===== src/hdl/asi_map.svh =====
// register map, field positions, reset values and timing counts of the serial interface
`ifndef ASI_MAP_SVH
`define ASI_MAP_SVH

// register offsets
`define ASI_OFS_BAUD 8'h00
`define ASI_OFS_CTRL 8'h01
`define ASI_OFS_STAT 8'h02
`define ASI_OFS_MASK 8'h03
`define ASI_OFS_DATA 8'h04
`define ASI_OFS_LIVE 8'h05

// control register fields
`define ASI_C_PAR_EN 0
`define ASI_C_PAR_ODD 1
`define ASI_C_NINE 2
`define ASI_C_WAKE_ADDR 3
`define ASI_C_LOOP 4
`define ASI_C_SINGLE 5
`define ASI_C_TX_INV 6
`define ASI_C_RX_INV 7
`define ASI_C_BRK13 8
`define ASI_C_TX_EN 9
`define ASI_C_RX_EN 10
`define ASI_C_DORMANT 11
`define ASI_C_TX_DIR 12

// status and mask fields
`define ASI_S_TX_EMPTY 0
`define ASI_S_TX_DONE 1
`define ASI_S_RX_FULL 2
`define ASI_S_IDLE 3
`define ASI_S_OVERRUN 4
`define ASI_S_PARITY 5
`define ASI_S_FRAMING 6
`define ASI_S_BREAK 7

// reset values
`define ASI_BAUD_RST 13'h0001
`define ASI_CTRL_RST 16'h0000
`define ASI_MASK_RST 8'h00

// timing counts, in oversample ticks or bit times
`define ASI_MID_SAMPLE 4'h7
`define ASI_LAST_SAMPLE 4'hF
`define ASI_BRK_SHORT_BITS 4'hB
`define ASI_BRK_LONG_BITS 4'hD

`endif


===== src/hdl/asi_pkg.sv =====
// types shared by the serial interface modules
package asi_pkg;
  typedef enum logic [1:0] {RX_IDLE, RX_START, RX_DATA, RX_STOP} asi_rx_state_e;
endpackage


===== src/hdl/asi_core.sv =====
// full-duplex asynchronous serial interface: registers, baud, receiver, interrupt
// Notes on behaviour
// - transmit and receive run at once, nrz coding, separate lines.
// - bit rate is bus clock divided by sixteen times the divisor.
// - parity generated on transmit, checked on receive, even or odd.
// - eight or nine data bits, same length at both ends.
// - break reported when line stays low eleven or thirteen bit times.
// - one holding buffer each way besides the shifter.
// - dormant receiver woken by idle line or address-marked character.
// - transmit output and receive input polarity each invertible.
// - loop mode routes transmitter internally to receiver.
// - single-wire half duplex, transmit and receive share one pin.
// - data bits go least significant bit first only.
// - every event has a status flag and its own mask bit.
`timescale 1ns/1ps
`include "asi_map.svh"
module asi_core (
  // clock and reset
  input wire logic core_clk_i,
  input wire logic rst_b_i,
  // register port
  input wire logic [7:0] addr_i,
  input wire logic [15:0] wdata_i,
  input wire logic wr_i,
  input wire logic rd_i,
  output logic [15:0] rdata_o,
  // serial pins
  input wire logic rx_i,
  input wire logic line_i,
  output logic line_o,
  output logic line_oe_b_o,
  // interrupt
  output logic irq_o
);
  // software registers
  logic [12:0] baud_reg;
  logic [15:0] ctrl_reg;
  logic [7:0] mask_reg;
  logic [7:0] stat_reg;
  logic [7:0] stat_next;
  logic [15:0] rdata_reg;
  logic irq_reg;
  // pins
  logic rx_s1_reg;
  logic rx_s2_reg;
  logic ln_s1_reg;
  logic ln_s2_reg;
  logic line_reg;
  logic oe_b_reg;
  // baud
  logic [12:0] div_reg;
  logic tick;
  // transmit side
  logic [8:0] tx_buf_reg;
  logic tx_full_reg;
  logic tx_go;
  logic tx_idle;
  logic tx_done;
  logic tx_line;
  // receive side
  asi_pkg::asi_rx_state_e rx_state_reg;
  logic [3:0] rx_cnt_reg;
  logic [3:0] rx_idx_reg;
  logic [9:0] rx_sh_reg;
  logic [8:0] rx_buf_reg;
  logic rx_full_reg;
  logic [7:0] idle_cnt_reg;
  logic idle_arm_reg;
  logic [7:0] brk_cnt_reg;
  logic rx_in;
  logic [3:0] rx_nbits;
  logic [9:0] word;
  logic [8:0] rx_data;
  logic rx_pbit;
  logic rx_done;
  logic rx_take;
  logic perr;
  logic mark;
  logic wake;
  logic idle_ev;
  logic brk_ev;
  logic [7:0] frame_ticks;
  logic [7:0] brk_ticks;
  logic [7:0] ev;
  // decoded accesses
  logic wr_ctrl;
  logic rd_stat;
  logic rd_data;
  logic wr_data;

  // control fields
  logic par_en;
  logic par_odd;
  logic nine;
  logic wake_addr;
  logic loop_mode;
  logic single;
  logic tx_inv;
  logic rx_inv;
  logic brk13;
  logic tx_en;
  logic rx_en;
  logic dormant;
  logic tx_dir;

  assign par_en = ctrl_reg[`ASI_C_PAR_EN];
  assign par_odd = ctrl_reg[`ASI_C_PAR_ODD];
  assign nine = ctrl_reg[`ASI_C_NINE];
  assign wake_addr = ctrl_reg[`ASI_C_WAKE_ADDR];
  assign loop_mode = ctrl_reg[`ASI_C_LOOP];
  assign single = ctrl_reg[`ASI_C_SINGLE];
  assign tx_inv = ctrl_reg[`ASI_C_TX_INV];
  assign rx_inv = ctrl_reg[`ASI_C_RX_INV];
  assign brk13 = ctrl_reg[`ASI_C_BRK13];
  assign tx_en = ctrl_reg[`ASI_C_TX_EN];
  assign rx_en = ctrl_reg[`ASI_C_RX_EN];
  assign dormant = ctrl_reg[`ASI_C_DORMANT];
  assign tx_dir = ctrl_reg[`ASI_C_TX_DIR];

  // access decode
  assign wr_ctrl = wr_i && (addr_i == `ASI_OFS_CTRL);
  assign wr_data = wr_i && (addr_i == `ASI_OFS_DATA);
  assign rd_stat = rd_i && (addr_i == `ASI_OFS_STAT);
  assign rd_data = rd_i && (addr_i == `ASI_OFS_DATA);

  // two-flop synchronisers on both pin inputs
  always_ff @(posedge core_clk_i or negedge rst_b_i) begin
    if (!rst_b_i) begin
      rx_s1_reg <= 1'b1;
      rx_s2_reg <= 1'b1;
      ln_s1_reg <= 1'b1;
      ln_s2_reg <= 1'b1;
    end else begin
      rx_s1_reg <= rx_i;
      rx_s2_reg <= rx_s1_reg;
      ln_s1_reg <= line_i;
      ln_s2_reg <= ln_s1_reg;
    end
  end

  // oversample tick every divisor clocks; divisor zero halts the link
  always_ff @(posedge core_clk_i or negedge rst_b_i) begin
    if (!rst_b_i) begin
      div_reg <= `ASI_BAUD_RST;
    end else if (div_reg <= 13'h0001) begin
      div_reg <= baud_reg;
    end else begin
      div_reg <= div_reg - 13'h0001;
    end
  end
  assign tick = (div_reg <= 13'h0001) && (baud_reg != 13'h0000);

  // baud and mask registers
  always_ff @(posedge core_clk_i or negedge rst_b_i) begin
    if (!rst_b_i) begin
      baud_reg <= `ASI_BAUD_RST;
      mask_reg <= `ASI_MASK_RST;
    end else if (wr_i) begin
      if (addr_i == `ASI_OFS_BAUD) begin
        baud_reg <= wdata_i[12:0];
      end
      if (addr_i == `ASI_OFS_MASK) begin
        mask_reg <= wdata_i[7:0];
      end
    end
  end

  // control register; hardware drops the dormant bit on wake-up
  always_ff @(posedge core_clk_i or negedge rst_b_i) begin
    if (!rst_b_i) begin
      ctrl_reg <= `ASI_CTRL_RST;
    end else if (wr_ctrl) begin
      ctrl_reg <= wdata_i;
    end else if (wake) begin
      ctrl_reg[`ASI_C_DORMANT] <= 1'b0;
    end
  end

  // transmit holding buffer; a write while full is dropped
  assign tx_go = tx_full_reg && tx_idle && tx_en;
  always_ff @(posedge core_clk_i or negedge rst_b_i) begin
    if (!rst_b_i) begin
      tx_buf_reg <= 9'h000;
      tx_full_reg <= 1'b0;
    end else if (wr_data && !tx_full_reg) begin
      tx_buf_reg <= wdata_i[8:0];
      tx_full_reg <= 1'b1;
    end else if (tx_go) begin
      tx_full_reg <= 1'b0;
    end
  end

  asi_tx u_tx (
    .core_clk_i(core_clk_i),
    .rst_b_i(rst_b_i),
    .tick_i(tick),
    .start_i(tx_go),
    .data_i(tx_buf_reg),
    .nine_i(nine),
    .par_en_i(par_en),
    .par_odd_i(par_odd),
    .idle_o(tx_idle),
    .done_o(tx_done),
    .line_o(tx_line)
  );

  // pin drive: loop keeps the pin at rest, single wire drives only while tx_dir is set
  always_ff @(posedge core_clk_i or negedge rst_b_i) begin
    if (!rst_b_i) begin
      line_reg <= 1'b1;
      oe_b_reg <= 1'b0;
    end else begin
      line_reg <= (loop_mode ? 1'b1 : tx_line) ^ tx_inv;
      oe_b_reg <= single && !tx_dir;
    end
  end

  // receive source: internal loop skips the pins and their inversion
  always_comb begin
    if (loop_mode) begin
      rx_in = tx_line;
    end else if (single) begin
      rx_in = ln_s2_reg ^ rx_inv;
    end else begin
      rx_in = rx_s2_reg ^ rx_inv;
    end
  end

  // frame layout of the receiver
  assign rx_nbits = (nine ? 4'h9 : 4'h8) + {3'h0, par_en};
  assign frame_ticks = {rx_nbits + 4'h2, 4'h0};
  assign brk_ticks = {(brk13 ? `ASI_BRK_LONG_BITS : `ASI_BRK_SHORT_BITS), 4'h0};

  // receive state machine, sixteen samples per bit, centre sampling
  always_ff @(posedge core_clk_i or negedge rst_b_i) begin
    if (!rst_b_i) begin
      rx_state_reg <= asi_pkg::RX_IDLE;
      rx_cnt_reg <= 4'h0;
      rx_idx_reg <= 4'h0;
      rx_sh_reg <= 10'h000;
    end else if (!rx_en) begin
      rx_state_reg <= asi_pkg::RX_IDLE;
    end else if (tick) begin
      rx_cnt_reg <= rx_cnt_reg + 4'h1;
      unique case (rx_state_reg)
        asi_pkg::RX_IDLE: begin
          rx_cnt_reg <= 4'h0;
          if (!rx_in) begin
            rx_state_reg <= asi_pkg::RX_START;
          end
        end
        asi_pkg::RX_START: begin
          if (rx_cnt_reg == `ASI_MID_SAMPLE) begin
            rx_cnt_reg <= 4'h0;
            rx_idx_reg <= 4'h0;
            // a glitch shorter than half a bit is not a start
            rx_state_reg <= rx_in ? asi_pkg::RX_IDLE : asi_pkg::RX_DATA;
          end
        end
        asi_pkg::RX_DATA: begin
          if (rx_cnt_reg == `ASI_LAST_SAMPLE) begin
            rx_sh_reg <= {rx_in, rx_sh_reg[9:1]};
            rx_idx_reg <= rx_idx_reg + 4'h1;
            if (rx_idx_reg == rx_nbits - 4'h1) begin
              rx_state_reg <= asi_pkg::RX_STOP;
            end
          end
        end
        asi_pkg::RX_STOP: begin
          if (rx_cnt_reg == `ASI_LAST_SAMPLE) begin
            rx_state_reg <= asi_pkg::RX_IDLE;
          end
        end
      endcase
    end
  end

  // frame evaluation at the centre of the stop bit
  always_comb begin
    word = rx_sh_reg >> (4'hA - rx_nbits);
    rx_data = nine ? word[8:0] : {1'b0, word[7:0]};
    rx_pbit = nine ? word[9] : word[8];
    perr = par_en && (^rx_data ^ rx_pbit ^ par_odd);
    mark = nine ? rx_data[8] : rx_data[7];
  end
  assign rx_done = tick && rx_en && (rx_state_reg == asi_pkg::RX_STOP)
                   && (rx_cnt_reg == `ASI_LAST_SAMPLE);
  assign rx_take = rx_done && (!dormant || (wake_addr && mark));
  assign wake = dormant && ((rx_done && wake_addr && mark)
                            || (idle_ev && !wake_addr));

  // receive holding buffer; a full buffer keeps the older character
  always_ff @(posedge core_clk_i or negedge rst_b_i) begin
    if (!rst_b_i) begin
      rx_buf_reg <= 9'h000;
      rx_full_reg <= 1'b0;
    end else if (rx_take && !rx_full_reg) begin
      rx_buf_reg <= rx_data;
      rx_full_reg <= 1'b1;
    end else if (rd_data) begin
      rx_full_reg <= 1'b0;
    end
  end

  // idle line: one whole frame time of mark after any low
  always_ff @(posedge core_clk_i or negedge rst_b_i) begin
    if (!rst_b_i) begin
      idle_cnt_reg <= 8'h00;
      idle_arm_reg <= 1'b0;
    end else if (tick && rx_en) begin
      if (!rx_in) begin
        idle_cnt_reg <= 8'h00;
        idle_arm_reg <= 1'b1;
      end else if (idle_ev) begin
        idle_arm_reg <= 1'b0;
      end else if (idle_arm_reg) begin
        idle_cnt_reg <= idle_cnt_reg + 8'h01;
      end
    end
  end
  assign idle_ev = tick && rx_en && rx_in && idle_arm_reg
                   && (idle_cnt_reg == frame_ticks - 8'h01);

  // break: counter holds at its limit so one long low flags once
  always_ff @(posedge core_clk_i or negedge rst_b_i) begin
    if (!rst_b_i) begin
      brk_cnt_reg <= 8'h00;
    end else if (tick && rx_en) begin
      if (rx_in) begin
        brk_cnt_reg <= 8'h00;
      end else if (brk_cnt_reg != brk_ticks) begin
        brk_cnt_reg <= brk_cnt_reg + 8'h01;
      end
    end
  end
  assign brk_ev = tick && rx_en && !rx_in && (brk_cnt_reg == brk_ticks - 8'h01);

  // events gathered in status layout
  always_comb begin
    ev = 8'h00;
    ev[`ASI_S_TX_EMPTY] = tx_go;
    ev[`ASI_S_TX_DONE] = tx_done && !tx_full_reg;
    ev[`ASI_S_RX_FULL] = rx_take && !rx_full_reg;
    ev[`ASI_S_IDLE] = idle_ev;
    ev[`ASI_S_OVERRUN] = rx_take && rx_full_reg;
    ev[`ASI_S_PARITY] = rx_take && perr;
    ev[`ASI_S_FRAMING] = rx_take && !rx_in;
    ev[`ASI_S_BREAK] = brk_ev;
  end

  // sticky status cleared by its read; a new event in that cycle survives
  always_comb begin
    stat_next = rd_stat ? ev : (stat_reg | ev);
  end
  always_ff @(posedge core_clk_i or negedge rst_b_i) begin
    if (!rst_b_i) begin
      stat_reg <= 8'h00;
    end else begin
      stat_reg <= stat_next;
    end
  end

  // level interrupt from masked status, polling works with mask zero
  always_ff @(posedge core_clk_i or negedge rst_b_i) begin
    if (!rst_b_i) begin
      irq_reg <= 1'b0;
    end else begin
      irq_reg <= |(stat_next & mask_reg);
    end
  end

  // read data valid the cycle after the strobe, zero otherwise
  always_ff @(posedge core_clk_i or negedge rst_b_i) begin
    if (!rst_b_i) begin
      rdata_reg <= 16'h0000;
    end else if (rd_i) begin
      unique case (addr_i)
        `ASI_OFS_BAUD: rdata_reg <= {3'h0, baud_reg};
        `ASI_OFS_CTRL: rdata_reg <= ctrl_reg;
        `ASI_OFS_STAT: rdata_reg <= {8'h00, stat_reg};
        `ASI_OFS_MASK: rdata_reg <= {8'h00, mask_reg};
        `ASI_OFS_DATA: rdata_reg <= {7'h00, rx_buf_reg};
        `ASI_OFS_LIVE: rdata_reg <= {11'h000, dormant,
                                     rx_state_reg != asi_pkg::RX_IDLE,
                                     !tx_idle, rx_full_reg, !tx_full_reg};
        default: rdata_reg <= 16'h0000;
      endcase
    end else begin
      rdata_reg <= 16'h0000;
    end
  end

  assign rdata_o = rdata_reg;
  assign line_o = line_reg;
  assign line_oe_b_o = oe_b_reg;
  assign irq_o = irq_reg;
endmodule


===== src/hdl/asi_tx.sv =====
// transmit shifter of the serial interface
`timescale 1ns/1ps
`include "asi_map.svh"
module asi_tx (
  // clock and reset
  input wire logic core_clk_i,
  input wire logic rst_b_i,
  // timing and load
  input wire logic tick_i,
  input wire logic start_i,
  input wire logic [8:0] data_i,
  // format
  input wire logic nine_i,
  input wire logic par_en_i,
  input wire logic par_odd_i,
  // status and line
  output logic idle_o,
  output logic done_o,
  output logic line_o
);
  logic [11:0] sh_reg;
  logic [3:0] sub_reg;
  logic [3:0] bit_reg;
  logic [3:0] nbits_reg;
  logic busy_reg;
  logic done_reg;
  logic par;
  logic pbit;
  logic [10:0] body;

  // parity over the data field, stop bit placed above it
  always_comb begin
    par = (nine_i ? ^data_i : ^data_i[7:0]) ^ par_odd_i;
    pbit = par_en_i ? par : 1'b1;
    body = nine_i ? {1'b1, pbit, data_i} : {2'b11, pbit, data_i[7:0]};
  end

  // shifter idles all ones so the line rests high between frames
  always_ff @(posedge core_clk_i or negedge rst_b_i) begin
    if (!rst_b_i) begin
      sh_reg <= 12'hFFF;
      sub_reg <= 4'h0;
      bit_reg <= 4'h0;
      nbits_reg <= 4'h0;
      busy_reg <= 1'b0;
      done_reg <= 1'b0;
    end else begin
      done_reg <= 1'b0;
      if (start_i && !busy_reg) begin
        sh_reg <= {body, 1'b0};
        nbits_reg <= 4'hA + {3'h0, nine_i} + {3'h0, par_en_i};
        sub_reg <= 4'h0;
        bit_reg <= 4'h0;
        busy_reg <= 1'b1;
      end else if (busy_reg && tick_i) begin
        sub_reg <= sub_reg + 4'h1;
        if (sub_reg == `ASI_LAST_SAMPLE) begin
          sh_reg <= {1'b1, sh_reg[11:1]};
          bit_reg <= bit_reg + 4'h1;
          if (bit_reg == nbits_reg - 4'h1) begin
            busy_reg <= 1'b0;
            done_reg <= 1'b1;
          end
        end
      end
    end
  end

  assign line_o = sh_reg[0];
  assign idle_o = !busy_reg;
  assign done_o = done_reg;
endmodule


===== config.mk =====
export PLATFORM = sky130hd
export DESIGN_NAME = asi_core
export DESIGN_NICKNAME = d
export VERILOG_FILES = /design/src/hdl/asi_pkg.sv /design/src/hdl/asi_core.sv /design/src/hdl/asi_tx.sv
export VERILOG_INCLUDE_DIRS = /design/src /design/src/hdl
export SDC_FILE = /design/constraint.sdc
export NUM_CORES = 1
export LEC_CHECK = 0
export BUFFER_PORTS_ARGS = -buffer_cell sky130_fd_sc_hd__buf_4
export CORE_MARGIN = 2
export CORE_UTILIZATION = 36
export DETAILED_ROUTE_END_ITERATION = 12
export SETUP_SLACK_MARGIN = 0.02
export SLEW_MARGIN = 40
export SYNTH_ARGS = -nofsm -noshare
export SYNTH_HDL_FRONTEND = slang
export SYNTH_SLANG_ARGS = --single-unit
export TNS_END_PERCENT = 5

===== constraint.sdc =====
create_clock -name core_clk_i -period 2.8 [get_ports core_clk_i]
set_clock_uncertainty 0.15 [all_clocks]
set_input_delay 0.14 -clock core_clk_i [delete_from_list [all_inputs] [get_ports core_clk_i]]
set_output_delay 0.14 -clock core_clk_i [all_outputs]
set_load 0.01 [all_outputs]

==> qor.txt <==
First-pass GRT wire length: 32700 microns
Syn Area/Cell: 10.8 sq um
Drt first pass iters: 5
Slew HR: 57.4%
Die area: 0.0240 sq mm
Seq/Total Area, Yosys: 50.1%
Initial antenna violation count: 0
# port buffers: 48
DR DRC count: 0
Mean routed wirelength per cell: 17.3 microns
CTS tree: done
Vias in the first global route: 5873
Hold Crit Class: input pin to flip-flop
Flops & latches, synth: 163
Gate Count Post-Synth: 756
Post-Syn Area: 0.00819 sq mm
Layout cells sized above 1: 27.6%
Crit. End Element: flip-flop
Slowest-stage cell, CP: xnor3_1
RSZ-0062 raised after global routing: true
Final ANT Viol Nets: 0
Core Box Area: 0.0225 sq mm
Most frequent CP cell: xnor3_1
Crit path DAT: 2.99 ns
Clock Sinks: 163
Root buffer cell: clkbuf_16
GRT Residual Overflow: 0
Starting DRC count in detailed routing: 476
Fillers: 2062
DR vias: 6060
Commonest non-fill, non-tap cells in the layout: dfrtp_1, buf_4, nand2_1, mux2_2, o21ai_0
Number of I/O pins: 49
Crit start category: flip-flop
Delay of the slowest critical-path stage: 0.39 ns
Minimum clock period: 2.82 ns
CP Max Fanout: 7
Routed wire length: 20000 microns
Fin nets: 910
H-tree Lvls: 4
Power Dens Cells: 607 mW/mm^2
Footprint of the multi-input gates: 0.00393 sq mm
Worst-path cell chain: inv_2 > ha_4 > mux2_2 > o22ai_2 > a21oi_2 > xnor3_1 > xnor3_1 > and3_4 > a211o_1
Synth Flop Type: dfrtp_1
DR vias/cell: 5.22
Post-DP HPWL: 14300 microns
Data required, critical path: 2.97 ns
Overall die width: 155 microns
Synth unique cells: 73
Worst Setup Slack, final: -0.0155 ns
Placement Setup Slack: -0.0556 ns
Syn nets: 803
Leak Pwr: 4.60 nW
Clock Tree Buf Depth: 2
Total CTS buffers: 17
Outcome: complete, but fails checks
Initial Util: 36.4%
Clk pin slew, worst setup/hold paths: 0.07 ns
Largest net degree at the start of global routing: 60
Total GRT Usage: 17.5%
FF/Latch Area: 0.00410 sq mm
Layout Utilization: 44.9%
Worst Tran Pin Value: 0.633 ns
Crit path kind: flip-flop to flip-flop
Max-cap violations: 0
Area delta synth->final: 23.3%
Peak Freq: 355 MHz
Final setup fails: 1
Number of flops mapped to enable cells by yosys: 0
Worst-Skew Late Latency: 0.44 ns
Die Ht: 155 microns
Pins over their slew limit: 0
Hold Fails Final Rpt: 0
Synth warnings: 0
Row count: 55
Fin crit share: 101%
Failing checks: negative setup slack
Max IR drop VDD: 0.368 mV
GP Congestion: 0.887
Commonest non-fill, non-tap cell in the layout: dfrtp_1
Asr flop ratio synth: 100%
Inserted Diodes: 0
-- final timing paths --
kind / startpoint / end / slack (ns) / cells after the start
max reg2reg: ctrl_reg[0] / irq_o / -0.02 / 9
min: addr_i[0] / rdata_o[0] / 0.03 / 3
max: ctrl_reg[0] / irq_o / -0.02 / 9
max in group asynchronous: rst_b_i / line_o / 1.62 / 3
min in group asynchronous: rst_b_i / idle_cnt_reg[1] / 0.08 / 2
min reg2reg: rx_s1_reg / rx_s2_reg / 0.20 / 0
-- cell usage after synthesis, drive strengths merged (4+ instances only) --
cell      n  area share, %
ha       17            2.6
nand2b    9           0.78
clkbuf   12           0.55
nand4    10           0.76
nor2     41            2.0
or4       4           0.37
xnor2    30            3.2
nor4      9           0.87
xor2     14            1.5
o31ai     4           0.37
dfstp    18            5.8
a31oi     8           0.61
a22o      8           0.86
nand2    86            4.0
o21bai    5           0.55
dfrtp   145             44
o21ai    57            3.5
nor3     18            1.2
o22ai     4           0.31
inv      31            1.4
or3      10           0.82
mux2i    19            2.3
buf      15            1.2
mux2     61            8.6
a21o      9           0.82
nand3    19            1.2
a21oi    26            1.6
and3      7           0.53
nor2b     5           0.38
-- layout make-up --
class	count	share of cell area, %
Clock inverter	14	1.88
Inverter	31	1.18
Multi-Input combinational cell	535	38.9
Timing Repair Buffer	115	9.57
Clock buffer	18	4.35
Sequential cell	163	40.6
Tap cell	285	3.53
-- metal layers --
layer / routed length (microns) / up-vias / GRT usage, %
met5: 0 / - / 0
met4: 371 / 0 / 6.08
met3: 867 / 28 / 3.18
met2: 9010 / 138 / 26.4
met1: 9790 / 2981 / 25.4
li1: - / 2913 / -
-- per-stage QoR --
step	power, mW	cells	hold WS (ns)	TNS, ns	cell area [sq um]
detailed placement	3.62	1105	-0.00364	-0.322	9160
finish	6.13	1161	0.0259	-0.0155	10100
global route	6.43	1161	0.0414	-0.250	10100
global placement	3.61	1105	-0.00599	-0.170	9160
CTS	6.18	1161	0.0118	-0.0218	10000
floorplan	3.30	756	-0.306	0	8230
-- cell families (layout without fill, tap and decap cells) --
group           count (synthesis)  count (layout)  share of synthesized area (%)
fa+ha+maj                      17              17                           2.60
mux                            82              82                           11.4
simple gates                  235             235                           14.4
flops                         163             163                           50.1
compound gates                154             154                           12.7
buf+inv                        58             178                           3.19
xor+xnor                       47              47                           5.53
-- report_power, final --
| group | switching (mW) | leakage (nW) | internal [mW] |
|---|---|---|---|
| Clock | 1.06 | 0.312 | 1.46 |
| Combinational | 0.421 | 2.13 | 0.443 |
| Sequential | 0.187 | 2.15 | 2.57 |
| Total | 1.66 | 4.60 | 4.47 |
-- worst max-delay path: cells and delay by family (launching register included) --
kind	cells	cell delay (ns)
buffers and inverters	1	0.07
xor gates and xnor gates	2	0.75
AOI/OAI and AO/OA	3	0.51
and+or+nand+nor	1	0.17
DFF	1	0.37
muxes	1	0.36
adders and majority gates	1	0.32
-- repair_timing --
action,in CTS,in global routing
pin swaps,3,2
endpoints found under the hold margin,114,0
hold buffers,22,0
gates resized for setup,1,16
setup buffers,2,0
setup endpoints to repair,10,35
No activity file was read; power rests on OpenSTA's default activity.
